--- src/verilog/fdi_pkg.sv ---
// Package with constants of the filtered eight-channel input port.
package fdi_pkg;
    localparam int          FDI_CLK_HZ          = 40_000_000;
    localparam int          FDI_NUM_CH          = 8;
    localparam int          FDI_DELAY_STD_US    = 3000;
    localparam int          FDI_DELAY_FAST_US   = 500;
    localparam int          FDI_CYC_STD         = FDI_CLK_HZ / 1_000_000 * FDI_DELAY_STD_US;
    localparam int          FDI_CYC_FAST        = FDI_CLK_HZ / 1_000_000 * FDI_DELAY_FAST_US;
    localparam int          FDI_CNT_W           = 17;
    localparam logic [7:0]  FDI_OFS_INPUT_STATE = 8'h00;
    localparam logic [15:0] FDI_IDX_INPUT       = 16'h6000;
    localparam logic [7:0]  FDI_SUB_FIRST       = 8'h01;
    localparam logic [7:0]  FDI_SUB_LAST        = 8'h08;
    localparam logic [7:0]  FDI_INPUT_RESET     = 8'h00;
    localparam int          FDI_FLASH_HALF_US   = 250_000;
    localparam int          FDI_FLASH_CYC       = FDI_CLK_HZ / 1_000_000 * FDI_FLASH_HALF_US;
    localparam int          FDI_FLASH_W         = 24;
    // Identity code of the port; the value is arbitrary.
    localparam logic [7:0]  FDI_MODULE_ID       = 8'h5A;
endpackage : fdi_pkg

--- src/verilog/fdi_input_port.sv ---
// Eight-channel filtered digital input port with read-only input byte and indicators.
// Behaviour
// - One input byte at offset zero, bit n is filtered channel n.
// - Object index 6000h, with od_ecat_in low, returns the whole input byte.
// - With od_ecat_in high, index 6000h plus slot, subindex 01h..08h returns channel 0..7.
// - No output bytes; output data from the head module is ignored.
// - Standard variant accepts a change only after 3 ms.
// - Fast variant uses a 0.5 ms filter, otherwise identical.
// - Eight channels, each with its own status indicator.
// - Green channel indicator lit while that channel reads one.
// - Bus loss without configuration error, with or without module error, shows run off and fault on.
// - Configuration error flashes run and fault indicators.
`timescale 1ns/10ps
module fdi_input_port
#(
    parameter bit FAST_VARIANT = 1'b0,
    parameter int STD_CYCLES   = fdi_pkg::FDI_CYC_STD,
    parameter int FAST_CYCLES  = fdi_pkg::FDI_CYC_FAST,
    parameter int FLASH_CYCLES = fdi_pkg::FDI_FLASH_CYC
) (
    input  wire logic                 clk_in,
    input  wire logic                 rst_n_in,
    input  wire logic [7:0]           input_channel_in,
    input  wire logic                 rd_in,
    input  wire logic [7:0]           addr_in,
    input  wire logic                 od_rd_in,
    input  wire logic [15:0]          object_index_in,
    input  wire logic [7:0]           object_subindex_in,
    input  wire logic [7:0]           ecat_slot_in,
    input  wire logic                 od_ecat_in,
    input  wire logic                 wr_in,
    input  wire logic [7:0]           wdata_in,
    input  wire logic                 bus_ok_in,
    input  wire logic                 module_err_in,
    input  wire logic                 config_err_in,
    output logic [7:0]                rdata_out,
    output logic                      rvalid_out,
    output logic                      rerr_out,
    output logic [7:0]                input_state_byte_out,
    output logic [7:0]                channel_led_out,
    output logic                      run_indicator_out,
    output logic                      module_fault_indicator_out
);
    import fdi_pkg::*;

    ////////////////////////////////////////////////////////////////////////
    localparam int           FILT_CYC = FAST_VARIANT ? FAST_CYCLES : STD_CYCLES;
    localparam logic [FDI_CNT_W-1:0] FILT_MAX = FDI_CNT_W'(FILT_CYC - 1);
    localparam logic [FDI_FLASH_W-1:0] FLASH_MAX = FDI_FLASH_W'(FLASH_CYCLES - 1);

    typedef struct packed {
        logic [7:0]                        stable;
        logic [7:0]                        valid;
        logic [7:0][FDI_CNT_W-1:0]         cnt;
        logic [FDI_FLASH_W-1:0]            flash_cnt;
        logic                              flash;
        logic [7:0]                        rdata;
        logic                              rvalid;
        logic                              rerr;
        logic [7:0]                        leds;
        logic                              run;
        logic                              fault;
    } fdi_state_t;

    fdi_state_t st;
    fdi_state_t next_st;
    logic [7:0] shown;
    logic [15:0] ecat_index;
    logic [7:0] sub_ch;

    assign shown      = st.stable & st.valid;
    assign ecat_index = FDI_IDX_INPUT + {8'h00, ecat_slot_in};
    assign sub_ch     = object_subindex_in - FDI_SUB_FIRST;

    ////////////////////////////////////////////////////////////////////////
    always_comb begin
        next_st = st;
        // A first valid level also needs the full stable time, so reset noise never shows.
        for (int i = 0; i < FDI_NUM_CH; i++) begin
            if (input_channel_in[i] == st.stable[i] && st.valid[i]) begin
                next_st.cnt[i] = '0;
            end else if (st.cnt[i] == FILT_MAX) begin
                next_st.stable[i] = input_channel_in[i];
                next_st.valid[i]  = 1'b1;
                next_st.cnt[i]    = '0;
            end else if (!st.valid[i] && input_channel_in[i] != st.stable[i]) begin
                next_st.stable[i] = input_channel_in[i];
                next_st.cnt[i]    = '0;
            end else begin
                next_st.cnt[i] = st.cnt[i] + 1'b1;
            end
        end
        next_st.leds = shown;
        if (st.flash_cnt == FLASH_MAX) begin
            next_st.flash_cnt = '0;
            next_st.flash     = ~st.flash;
        end else begin
            next_st.flash_cnt = st.flash_cnt + 1'b1;
        end
        if (config_err_in) begin
            next_st.run   = st.flash;
            next_st.fault = st.flash;
        end else if (!bus_ok_in) begin
            next_st.run   = 1'b0;
            next_st.fault = 1'b1;
        end else begin
            next_st.run   = 1'b1;
            next_st.fault = module_err_in;
        end
        // Writes carry nothing: the port owns no output image.
        // Refused reads still answer, so the head module never waits on a silent port.
        next_st.rvalid = rd_in | od_rd_in;
        next_st.rerr   = 1'b0;
        next_st.rdata  = 8'h00;
        if (rd_in) begin
            if (addr_in == FDI_OFS_INPUT_STATE) begin
                next_st.rdata = shown;
            end else begin
                next_st.rerr = 1'b1;
            end
        end else if (od_rd_in) begin
            if (!od_ecat_in && object_index_in == FDI_IDX_INPUT) begin
                next_st.rdata = shown;
            end else if (od_ecat_in && object_index_in == ecat_index
                         && object_subindex_in >= FDI_SUB_FIRST && object_subindex_in <= FDI_SUB_LAST) begin
                next_st.rdata = {7'h00, shown[sub_ch[2:0]]};
            end else begin
                next_st.rerr = 1'b1;
            end
        end
        if (!rst_n_in) begin
            next_st        = '0;
            next_st.stable = FDI_INPUT_RESET;
        end
    end

    always_ff @(posedge clk_in) begin
        st <= next_st;
    end

    assign rdata_out                  = st.rdata;
    assign rvalid_out                 = st.rvalid;
    assign rerr_out                   = st.rerr;
    assign input_state_byte_out       = st.leds;
    assign channel_led_out            = st.leds;
    assign run_indicator_out          = st.run;
    assign module_fault_indicator_out = st.fault;

    ////////////////////////////////////////////////////////////////////////
    property p_byte_read;
        @(posedge clk_in) disable iff (!rst_n_in)
        rd_in && addr_in == FDI_OFS_INPUT_STATE |=> rvalid_out && !rerr_out && rdata_out == $past(shown);
    endproperty
    a_byte_read: assert property (p_byte_read) else $error("Input byte read wrong.");

    property p_od_read;
        @(posedge clk_in) disable iff (!rst_n_in)
        od_rd_in && !rd_in && !od_ecat_in && object_index_in == 16'h6000 |=> rdata_out == $past(shown);
    endproperty
    a_od_read: assert property (p_od_read) else $error("Object read wrong.");

    property p_ecat_read;
        @(posedge clk_in) disable iff (!rst_n_in)
        od_rd_in && !rd_in && od_ecat_in && object_index_in == ecat_index && object_subindex_in == 8'h01
        |=> rdata_out == {7'h00, $past(shown[0])};
    endproperty
    a_ecat_read: assert property (p_ecat_read) else $error("Subindex read wrong.");

    property p_no_output;
        @(posedge clk_in) disable iff (!rst_n_in)
        wr_in && !rd_in && !od_rd_in |=> !rvalid_out;
    endproperty
    a_no_output: assert property (p_no_output) else $error("Write caused a response.");

    property p_filter_hold;
        @(posedge clk_in) disable iff (!rst_n_in)
        $changed(st.stable[0]) && st.valid[0] && $past(st.valid[0]) |-> $past(st.cnt[0]) == FILT_MAX;
    endproperty
    a_filter_hold: assert property (p_filter_hold) else $error("Level accepted early.");

    property p_led;
        @(posedge clk_in) disable iff (!rst_n_in)
        ##1 channel_led_out == $past(shown);
    endproperty
    a_led: assert property (p_led) else $error("Indicator mismatch.");

    property p_bus_loss;
        @(posedge clk_in) disable iff (!rst_n_in)
        !bus_ok_in && !config_err_in |=> !run_indicator_out && module_fault_indicator_out;
    endproperty
    a_bus_loss: assert property (p_bus_loss) else $error("Bus loss pattern wrong.");

    property p_flash;
        @(posedge clk_in) disable iff (!rst_n_in)
        config_err_in |=> run_indicator_out == module_fault_indicator_out;
    endproperty
    a_flash: assert property (p_flash) else $error("Flash pattern wrong.");

    property p_reset_zero;
        @(posedge clk_in) !rst_n_in |=> input_state_byte_out == 8'h00 ##1 input_state_byte_out == 8'h00;
    endproperty
    a_reset_zero: assert property (p_reset_zero) else $error("Input not zero after reset.");

    property p_rvalid_pulse;
        @(posedge clk_in) disable iff (!rst_n_in)
        1'b1 |=> rvalid_out == $past(rd_in || od_rd_in);
    endproperty
    a_rvalid_pulse: assert property (p_rvalid_pulse) else $error("Read answer not one cycle later.");

    property p_bad_addr;
        @(posedge clk_in) disable iff (!rst_n_in)
        rd_in && addr_in != FDI_OFS_INPUT_STATE |=> rerr_out && rdata_out == 8'h00;
    endproperty
    a_bad_addr: assert property (p_bad_addr) else $error("Unmapped offset not refused.");

    property p_bad_index;
        @(posedge clk_in) disable iff (!rst_n_in)
        od_rd_in && !rd_in && !od_ecat_in && object_index_in != FDI_IDX_INPUT |=> rerr_out;
    endproperty
    a_bad_index: assert property (p_bad_index) else $error("Unknown object not refused.");

    property p_bad_slot;
        @(posedge clk_in) disable iff (!rst_n_in)
        od_rd_in && !rd_in && od_ecat_in && object_index_in != ecat_index |=> rerr_out;
    endproperty
    a_bad_slot: assert property (p_bad_slot) else $error("Wrong slot index not refused.");

    property p_bad_sub;
        @(posedge clk_in) disable iff (!rst_n_in)
        od_rd_in && !rd_in && od_ecat_in
        && (object_subindex_in < FDI_SUB_FIRST || object_subindex_in > FDI_SUB_LAST) |=> rerr_out;
    endproperty
    a_bad_sub: assert property (p_bad_sub) else $error("Subindex out of range not refused.");

    property p_normal_ind;
        @(posedge clk_in) disable iff (!rst_n_in)
        bus_ok_in && !config_err_in
        |=> run_indicator_out && module_fault_indicator_out == $past(module_err_in);
    endproperty
    a_normal_ind: assert property (p_normal_ind) else $error("Normal indicator pattern wrong.");

    property p_flash_span;
        @(posedge clk_in) disable iff (!rst_n_in)
        st.flash_cnt <= FLASH_MAX;
    endproperty
    a_flash_span: assert property (p_flash_span) else $error("Flash counter out of range.");

    property p_same_byte;
        @(posedge clk_in) disable iff (!rst_n_in)
        input_state_byte_out == channel_led_out;
    endproperty
    a_same_byte: assert property (p_same_byte) else $error("Indicators differ from input byte.");

    property p_reset_quiet;
        @(posedge clk_in)
        !rst_n_in |=> !rvalid_out && !rerr_out && rdata_out == 8'h00 && channel_led_out == 8'h00;
    endproperty
    a_reset_quiet: assert property (p_reset_quiet) else $error("Outputs not quiet after reset.");

    ////////////////////////////////////////////////////////////////////////
    // Each channel is checked on its own, since one shared counter would hide a crossed lane.
    generate
        for (genvar ch = 0; ch < FDI_NUM_CH; ch++) begin : g_ch
            property p_ch_hold;
                @(posedge clk_in) disable iff (!rst_n_in)
                st.valid[ch] && $past(st.valid[ch]) && $changed(st.stable[ch]) |-> $past(st.cnt[ch]) == FILT_MAX;
            endproperty
            a_ch_hold: assert property (p_ch_hold) else $error("Channel level accepted early.");

            property p_ch_glitch;
                @(posedge clk_in) disable iff (!rst_n_in)
                st.valid[ch] && input_channel_in[ch] == st.stable[ch] |=> $stable(st.stable[ch]);
            endproperty
            a_ch_glitch: assert property (p_ch_glitch) else $error("Channel level moved while input agreed.");

            property p_ch_cnt;
                @(posedge clk_in) disable iff (!rst_n_in)
                st.cnt[ch] <= FILT_MAX;
            endproperty
            a_ch_cnt: assert property (p_ch_cnt) else $error("Filter counter out of range.");

            property p_ch_sticky;
                @(posedge clk_in) disable iff (!rst_n_in)
                st.valid[ch] |=> st.valid[ch];
            endproperty
            a_ch_sticky: assert property (p_ch_sticky) else $error("Channel lost its valid state.");

            property p_ch_sub;
                @(posedge clk_in) disable iff (!rst_n_in)
                od_rd_in && !rd_in && od_ecat_in && object_index_in == ecat_index && object_subindex_in == 8'(ch + 1)
                |=> !rerr_out && rdata_out == {7'h00, $past(shown[ch])};
            endproperty
            a_ch_sub: assert property (p_ch_sub) else $error("Channel subindex read wrong.");
        end
    endgenerate

    ////////////////////////////////////////////////////////////////////////
    c_byte_read: cover property (@(posedge clk_in) rd_in ##1 rvalid_out && rdata_out != 8'h00);
    c_ecat: cover property (@(posedge clk_in) od_rd_in && od_ecat_in ##1 rvalid_out && !rerr_out);
    c_flash: cover property (@(posedge clk_in) config_err_in && $rose(st.flash));
    c_bad: cover property (@(posedge clk_in) rerr_out);
    c_accept: cover property (@(posedge clk_in) st.valid[0] && $changed(st.stable[0]));
endmodule : fdi_input_port

--- config.mk ---
export PLATFORM = sky130hd
export DESIGN_NAME = fdi_input_port
export DESIGN_NICKNAME = d
export VERILOG_FILES = /design/src/verilog/fdi_pkg.sv /design/src/verilog/fdi_input_port.sv
export SDC_FILE = /design/constraint.sdc
export NUM_CORES = 1
export LEC_CHECK = 0
export BUFFER_PORTS_ARGS = -buffer_cell sky130_fd_sc_hd__buf_2
export CORE_ASPECT_RATIO = 0.6
export CORE_MARGIN = 2
export CORE_UTILIZATION = 35
export CTS_CLUSTER_DIAMETER = 200
export DETAILED_ROUTE_END_ITERATION = 8
export PLACE_DENSITY_LB_ADDON = 0.12
export SETUP_SLACK_MARGIN = 0.15
export SYNTH_ARGS = -nofsm -noshare
export SYNTH_HDL_FRONTEND = slang
export SYNTH_SLANG_ARGS = --single-unit
--- constraint.sdc ---
create_clock -name clk_in -period 6.46 [get_ports clk_in]
set_clock_uncertainty 0.1 [all_clocks]
set_input_delay 0.323 -clock clk_in [delete_from_list [all_inputs] [get_ports clk_in]]
set_output_delay 0.323 -clock clk_in [all_outputs]
set_load 0.05 [all_outputs]
# After elaboration in Yosys (flattened, before gate mapping)
# Cells that the tools add are included.
dict set report totals {
  register_bits 197
  inputBits 65
  output_inout_bits 28
  word_cells 178
}
dict set report classes {
  add_sub_neg 11
  n_lt_le_gt_ge 3
  n_eq_ne 27
  n_mux 30
  bitwise_logic 12
  n_reduce_logical 63
}
# operator n
set op_table {}
lappend op_table {{adder 17 x 1 -> 17 bit, second input constant} 8}
lappend op_table {{== test 17 bit, second input constant} 8}
lappend op_table {{2-to-1 mux 8 bit} 4}
lappend op_table {{AND reduction 2 bit} 16}
lappend op_table {{OR reduction 4 bit} 8}
lappend op_table {{adder 24 x 1 -> 24 bit, second input constant} 1}
lappend op_table {{== test 24 bit, second input constant} 1}
lappend op_table {{2-to-1 mux 1 bit} 23}
lappend op_table {{logical AND 1 bit} 20}
lappend op_table {{adder 15 x 8 -> 16 bit, first input constant} 1}
lappend op_table {{== test 16 x 15 -> 1 bit, second input constant} 1}
lappend op_table {{== test 16 bit} 1}
lappend op_table {{nonzero test 2 bit} 8}
lappend op_table {{inverter 1 bit} 10}
lappend op_table {{logical NOT 1 bit} 9}
lappend op_table {{bitwise AND 8 bit} 1}
lappend op_table {{== test 1 bit} 8}
lappend op_table {{>= comparator 8 x 1 -> 1 bit, second input constant} 1}
lappend op_table {{<= comparator 8 x 4 -> 1 bit, second input constant} 1}
lappend op_table {{logical NOT 8 bit} 1}
lappend op_table {{inequality test 1 bit} 8}
lappend op_table {{< comparator 3 x 4 -> 1 bit, second input constant} 1}
lappend op_table {{2-to-1 mux 2 bit} 2}
lappend op_table {{binary-select mux 1 bit (select 3 bit)} 1}
lappend op_table {{other kinds (3)} 3}

# Logic depth before layout (Yosys ltp)
# Gate-level depths: netlist of run 1.
dict set report logic_depth {
  word_depth 9
  ltp_mapped 8
  ltp_nobuf 7
}

# Worst setup path after synthesis of run 1
# Ideal clock, no wire load.
dict set report synth_path {
  path_type {reg-to-reg}
  start {reg st[21] in the netlist's numbering}
  end {reg st[25] in the netlist's numbering}
  setup_ps 115
  t_arrival_ps 1824
  t_required_ps 6245
  setup_slack_ps 4420
  stages_incl_launch_ff 8
  path_buffers 1
  synth_period_minus_slack_ps 2040
  path_cell_list {dfxtp_1 -> ha_1 -> nand3_1 -> or4_1 -> nor3_2 -> or2b_4 -> buf_6 -> nor2_1}
}
dict set report synth_between {
  elab_chain_len 2
  elab_cells_between_ends 3
  cone_classes {add/sub (1); eq/ne (1); reduce/logical (1)}
}
# item line
set synth_lines {}
lappend synth_lines {{from (decl)} fdi_input_port.sv:65} ;# fdi_state_t st;
lappend synth_lines {{from (signal assigned)} fdi_input_port.sv:138} ;# st <= next_st;
lappend synth_lines {{parallel branches: the longest is 2 deep, another holds adder 24 x 1 -> 24 bit} --}
# Parallel ways; which one is timed is not known.
# A chain may end at the register's enable or synchronous reset.

# Final worst setup path of run 1
dict set report layout_path {
  start {reg st[147] in the netlist's numbering}
  end {reg st[162] in the netlist's numbering}
}
dict set report layout_between {
  elab_chain_len 2
  elab_cells_between_ends 3
  cone_classes {add/sub (1); eq/ne (1); reduce/logical (1)}
}
# item
set layout_lines {}
lappend layout_lines {{parallel branches: the longest is 2 deep, another holds adder 17 x 1 -> 17 bit}}
# Parallel ways; which one is timed is not known.

==> impl_metrics.yaml, run 1 <==
run_status:
  status: "complete, no violations"
detailed_routing:
  via_per_inst: 4.61
  postRouteAntennaNets: 0
  drt_iter0_drc: 292
  drcViolationCount: 0
  wirelength_um: 17000
  first_pass_iters: 5
  wl_per_cell_um: 12.3
  num_vias: 6367
sta:
  tightest_slew_ns: 1.11
  tns_ns: 0
  holdWs_ns: 0.0455
  grt_setup_unrepaired: "false"
  drv_slew: 0
  fin_ws_ns: 3.93
  setup_viol: 0
  finalCritPeriodShare_pct: 39.1
  fmax_mhz: 396
  hold_violations: 0
  slew_headroom_pct: 25.2
  period_minus_slack_ns: 2.53
yosys:
  synth_edf_count: 0
  yosysWarnings: 0
  syn-num-nets: 1064
  synth_ff_type: "dfxtp_1"
  async_flop_share_pct: 0
  synth_area_um2: 8610
  synth_cell_types: 47
  ys_ff_latch: 197
  yosysSeqAreaShare_pct: 45.8
  synth_area_per_cell_um2: 8.73
  synthCells: 987
grt:
  globalRouteTotalUtil_pct: 13.8
  antenna_found_initial: 1
  grt_max_degree: 24
  grt_overflow: 0
  grt_pass1_wl_um: 28500
  grt_pass1_vias: 5672
power_and_ir_drop:
  vdd_drop_max_uv: 144
  p_clk_share_pct: 43.8
  switching_share_pct: 22.5
  internal-power_mw: 1.84
  seqPwrFrac_pct: 52.1
  power_frac_comb_pct: 4.2
  p_per_area_nw_per_um2: 244
  p_switching_mw: 0.535
  power_mw: 2.38
  leakagePower_nw: 3.47
place:
  port-buffer-count: 83
  hpwl_um: 12100
  dp_slack_ns: 3.88
  gp_congestion: 0.777
worst_setup_path:
  worstSetupEndpointType: "flip-flop"
  crit_chain: "ha_1, nand2_1, or2_2, nor4_1, or3_1, nor2_1"
  critPathSlowestCell: "nor4_1"
  cp-start-kind: "flip-flop"
  cp_max_fo: 17
  crit_type: "flip-flop to flip-flop"
  crit_required_ns: 6.66
  cp_data_arrival_time_ns: 2.73
  cp_slowest_stage_delay_ns: 0.61
final_layout:
  fillerInstances: 2402
  multi_input_area_um2: 4300
  diodes: 0
  seq_area_um2: 3940
  post-route-util_pct: 40.3
  drive_gt1_share_pct: 11.9
  syn2layout_area_growth_pct: 13.1
  finalNetCount: 1123
die:
  core_area_um2: 24200
  die_y_um: 126
  initial_core_util_pct: 35.6
  dieArea_um2: 25900
  ios: 93
  rows: 44
  die_width_um: 207
cts:
  postCtsSetupBuffers: 0
  cts_buffers: 17
  htree_num_levels: 4
  cts_root_buffer: "clkbuf_16"
  cts_tree: "done"
  clock_sinks: 197
  cts_resized: 0
  clockBufferDepth: 2
  clk-insertion-delay-late_ns: 0.44
  cts_hold_buf: 0
  cts.clk_slew.worst_paths_ns: 0.07
min_path:
  hold_path.class: "primary input to flip-flop"
run:
  cap_violations: 0
==> path summary, 6_finish.rpt <==
check                 endpoint       from  depth (start not counted)  slack, ns
min reg2reg            st[130]    st[130]                          1       0.34
max                    st[162]    st[147]                          6       3.93
min          run_indicator_out  bus_ok_in                          3       0.05
max reg2reg            st[162]    st[147]                          6       3.93
==> per-layer routing <==
layer | part of all wire, % | wire length [um] | track usage, %
met2 | 40 | 6840 | 18.7
met3 | 2.3 | 395 | 4.22
met5 | 0.076 | 13 | 0
met1 | 56 | 9560 | 20.4
met4 | 1.2 | 199 | 4.50
==> Yosys cell counts (all sizes together), types with 2 or more instances <==
cell type	instances	share of area (%)
nor4bb	5	0.58
o211ai	4	0.35
dfxtp	197	46
xor2	83	8.4
buf	29	2.6
mux2i	4	0.46
nor4	9	0.65
nand4	29	2.1
a21bo	2	0.23
or3	17	1.2
nand4b	2	0.20
nand2	54	2.4
ha	12	1.7
or4	5	0.44
and3	29	2.1
inv	23	1.0
nor3	22	1.3
and4	12	1.2
o21ai	19	1.1
or3b	2	0.20
clkbuf	17	0.74
and2	6	0.44
nor4b	7	0.71
a21oi	26	1.5
xnor2	72	7.3
nand3	75	4.4
nor2	210	9.2
==> registers in the layout (all words and copies together), names as in the netlist <==
register	count
st	177
rerr_out	1
channel_led_out	8
run_indicator_out	1
rdata_out	8
module_fault_indicator_out	1
rvalid_out	1
==> kinds of logic (layout without fill, tap and decap cells) <==
group                    after synthesis  after routing  synth area share [%]
buffers and inverters                 70            141                  4.34
AND/OR/NAND/NOR                      492            492                  28.0
multiplexers                           5              5                 0.726
adder cells (fa/ha/maj)               12             12                  1.74
XOR/XNOR                             155            155                  15.8
AO/OA/AOI/OAI                         56             56                  3.68
flip-flops                           197            197                  45.8
==> power by group through the flow <==
| stage | logic, mW | clock network [mW] | registers [mW] |
|---|---|---|---|
| after global placement | 0.102 | 0 | 1.27 |
| after detailed placement | 0.102 | 0 | 1.27 |
| after global routing | 0.113 | 1.14 | 1.24 |
| after floorplan | 0.0622 | 0 | 1.27 |
| after CTS | 0.102 | 1.08 | 1.24 |
| final | 0.0996 | 1.04 | 1.24 |
==> metrics by stage <==
stage                     instances  area [um2]
after floorplan                 987        8610
after global placement         1349        9170
after detailed placement       1349        9170
after CTS                      1380        9750
after global routing           1380        9750
final                          1380        9750
==> worst max-delay path, delay by kind of cell, from the launching register on <==
kind / cells / cell delay, ns
AND/OR/NAND/NOR: 5 / 1.70
flip-flops: 1 / 0.37
adder cells (fa/ha/maj): 1 / 0.22
==> layout make-up <==
cell class | count | share of cell area (%)
Sequential cell | 197 | 40.5
Clock buffer | 19 | 4.54
Inverter | 24 | 0.924
Multi-Input combinational cell | 720 | 44.1
Timing Repair Buffer | 86 | 4.49
Clock inverter | 12 | 1.36
Tap cell | 322 | 4.13
==> cells in the final DEF, fill, tap and decap left out, types with 17 or more instances in the layout <==
| cell type | n |
|---|---|
| nor2_1 | 210 |
| dfxtp_1 | 197 |
| xor2_1 | 83 |
| buf_2 | 83 |
| nand3_1 | 74 |
| xnor2_1 | 72 |
| nand2_1 | 54 |
| and3_1 | 29 |
| nand4_1 | 29 |
| a21oi_1 | 26 |
| inv_1 | 23 |
| nor3_1 | 21 |
| o21ai_0 | 19 |
| or3_1 | 17 |
| clkbuf_16 | 17 |
Power figures use the tool's default switching activity.
==> run 2: changes to the inputs <==
clock period = 2.15 ns   (was 6.46 ns; I/O delays follow)
==> run 2 against run 1 <==
Against the previous run: utilization is 1.9 points higher; sequential share of layout area decreased by 1.8 points; final area up 4.8%; setup slack got worse by 3.8 ns; clock power rose to 3.1 times the previous value; clock-buffer cell count is 4 higher; critical endpoint is now st[20].
==> impl_metrics.yaml, run 2 (synthesis gave the netlist of run 1 again) <==
sta:
  setup_viol: 0
  tns_ns: 0
  fmax_mhz: 499
  drv_slew: 0
  tightest_slew_ns: 0.595
  grt_setup_unrepaired: "true"
  period_minus_slack_ns: 2.00
  hold_violations: 0
  finalCritPeriodShare_pct: 93.3
  slew_headroom_pct: 60.4
power_and_ir_drop:
  p_switching_mw: 1.61
  seqPwrFrac_pct: 51.1
  p_clk_share_pct: 43.9
  leakagePower_nw: 3.70
  switching_share_pct: 22.1
  power_mw: 7.29
  internal-power_mw: 5.68
  power_frac_comb_pct: 5.0
  vdd_drop_max_uv: 448
  p_per_area_nw_per_um2: 713
cts:
  clk-insertion-delay-late_ns: 0.44
  clock_sinks: 197
  cts_root_buffer: "clkbuf_16"
  cts_buffers: 17
  cts.clk_slew.worst_paths_ns: 0.07
  htree_num_levels: 4
  clockBufferDepth: 2
  cts_tree: "done"
die:
  die_y_um: 126
  initial_core_util_pct: 35.6
  rows: 44
  die_width_um: 207
  ios: 93
  core_area_um2: 24200
  dieArea_um2: 25900
place:
  hpwl_um: 12400
  port-buffer-count: 83
  dp_cells: 1367
  gp_congestion: 0.739
grt:
  grt_max_degree: 18
  globalRouteTotalUtil_pct: 14.5
  antenna_found_initial: 0
  grt_pass1_wl_um: 29700
  grt_overflow: 0
  grt_pass1_vias: 5863
final_layout:
  syn2layout_area_growth_pct: 18.6
  fillerInstances: 2396
  diodes: 0
  largest_reg_flops: 177
  layout_common_cells: "nor2_1, dfxtp_1, xor2_1, buf_2, nand3_1"
  fin_cells: 1420
  finalNetCount: 1162
  final_common_cell: "nor2_1"
  drive_gt1_share_pct: 15.2
  top_register: "st"
worst_setup_path:
  r2r_slack_ns: 0.15
  worstSetupEndpointType: "flip-flop"
  crit_type: "flip-flop to flip-flop"
  cp-start-kind: "flip-flop"
  cp_max_fo: 5
  cp_data_arrival_time_ns: 2.24
  crit_required_ns: 2.38
detailed_routing:
  via_per_inst: 4.60
  drt_iter0_drc: 338
  wirelength_um: 17800
  postRouteAntennaNets: 0
  num_vias: 6535
  drcViolationCount: 0
  first_pass_iters: 4
  wl_per_cell_um: 12.5
run:
  cap_violations: 0
run_status:
  status: "complete, no violations"
min_path:
  hold_path.class: "primary input to flip-flop"
==> run 2: layout make-up <==
| type | count | area [um2] | share of cell area (%) |
|---|---|---|---|
| sequential | 197 | 3950 | 38.6 |
| clock buffer | 23 | 488 | 4.78 |
| tap | 322 | 403 | 3.95 |
| timing repair buffer | 121 | 766 | 7.50 |
| multi-input combinational | 724 | 4420 | 43.3 |
| inverter | 24 | 90.1 | 0.882 |
| clock inverter | 9 | 100 | 0.980 |
==> run 2: path summary, 6_finish.rpt <==
| check | endpoint | start | depth (start not counted) |
|---|---|---|---|
| min | rdata_out[0] | rst_n_in | 3 |
| max reg2reg | st[20] | st[29] | 6 |
| min reg2reg | st[21] | st[21] | 1 |
| max | st[20] | st[29] | 6 |
==> run 2: metrics by stage <==
step	setup slack [ns]	util, %	instance area [um2]	hold slack, ns
after floorplan	0.156	-	8620	0.123
after CTS	0.143	41.9	10100	0.00604
final	0.145	42.3	10200	0.0396
after global placement	0.0636	38.7	9340	0.270
after detailed placement	0.0508	38.7	9340	0.274
after global routing	0.0551	42.3	10200	0.0384
==> run 2: repair_timing <==
item                                   in CTS  in global routing
gates resized for setup                     4                 18
buffers inserted                            0                  1
gates cloned                                3                  1
setup endpoints to repair                  36                106
pin swaps                                   1                 17
endpoints found under the hold margin      13                  0
hold buffers                               16                  0
==> run 2: power by group through the flow <==
stage                     Sequential (mW)  Combinational, mW  Clock (mW)
after floorplan                      3.81              0.187           0
after global placement               3.80              0.329           0
after detailed placement             3.80              0.328           0
after CTS                            3.72              0.361        3.32
after global routing                 3.72              0.411        3.48
final                                3.72              0.365        3.20
==> run 2: metal layers <==
metal  wire length (um)  part of all wire (%)  track usage [%]  vias up
met3                561                   3.1             4.01       22
met1              10100                    57             22.6     2943
met2               6870                    39             18.4       60
li1                   -                     -                -     3510
met4                261                   1.5             5.00        0
met5                  0                     0                0        -
==> run 2: worst max-delay path, cell delays in order (launching register included) <==
cell	delay, ns
dfxtp_2	0.33
or4_1	0.50
or4_4	0.44
nor3_4	0.21
buf_4	0.16
xnor2_1	0.11
nor2_1	0.05
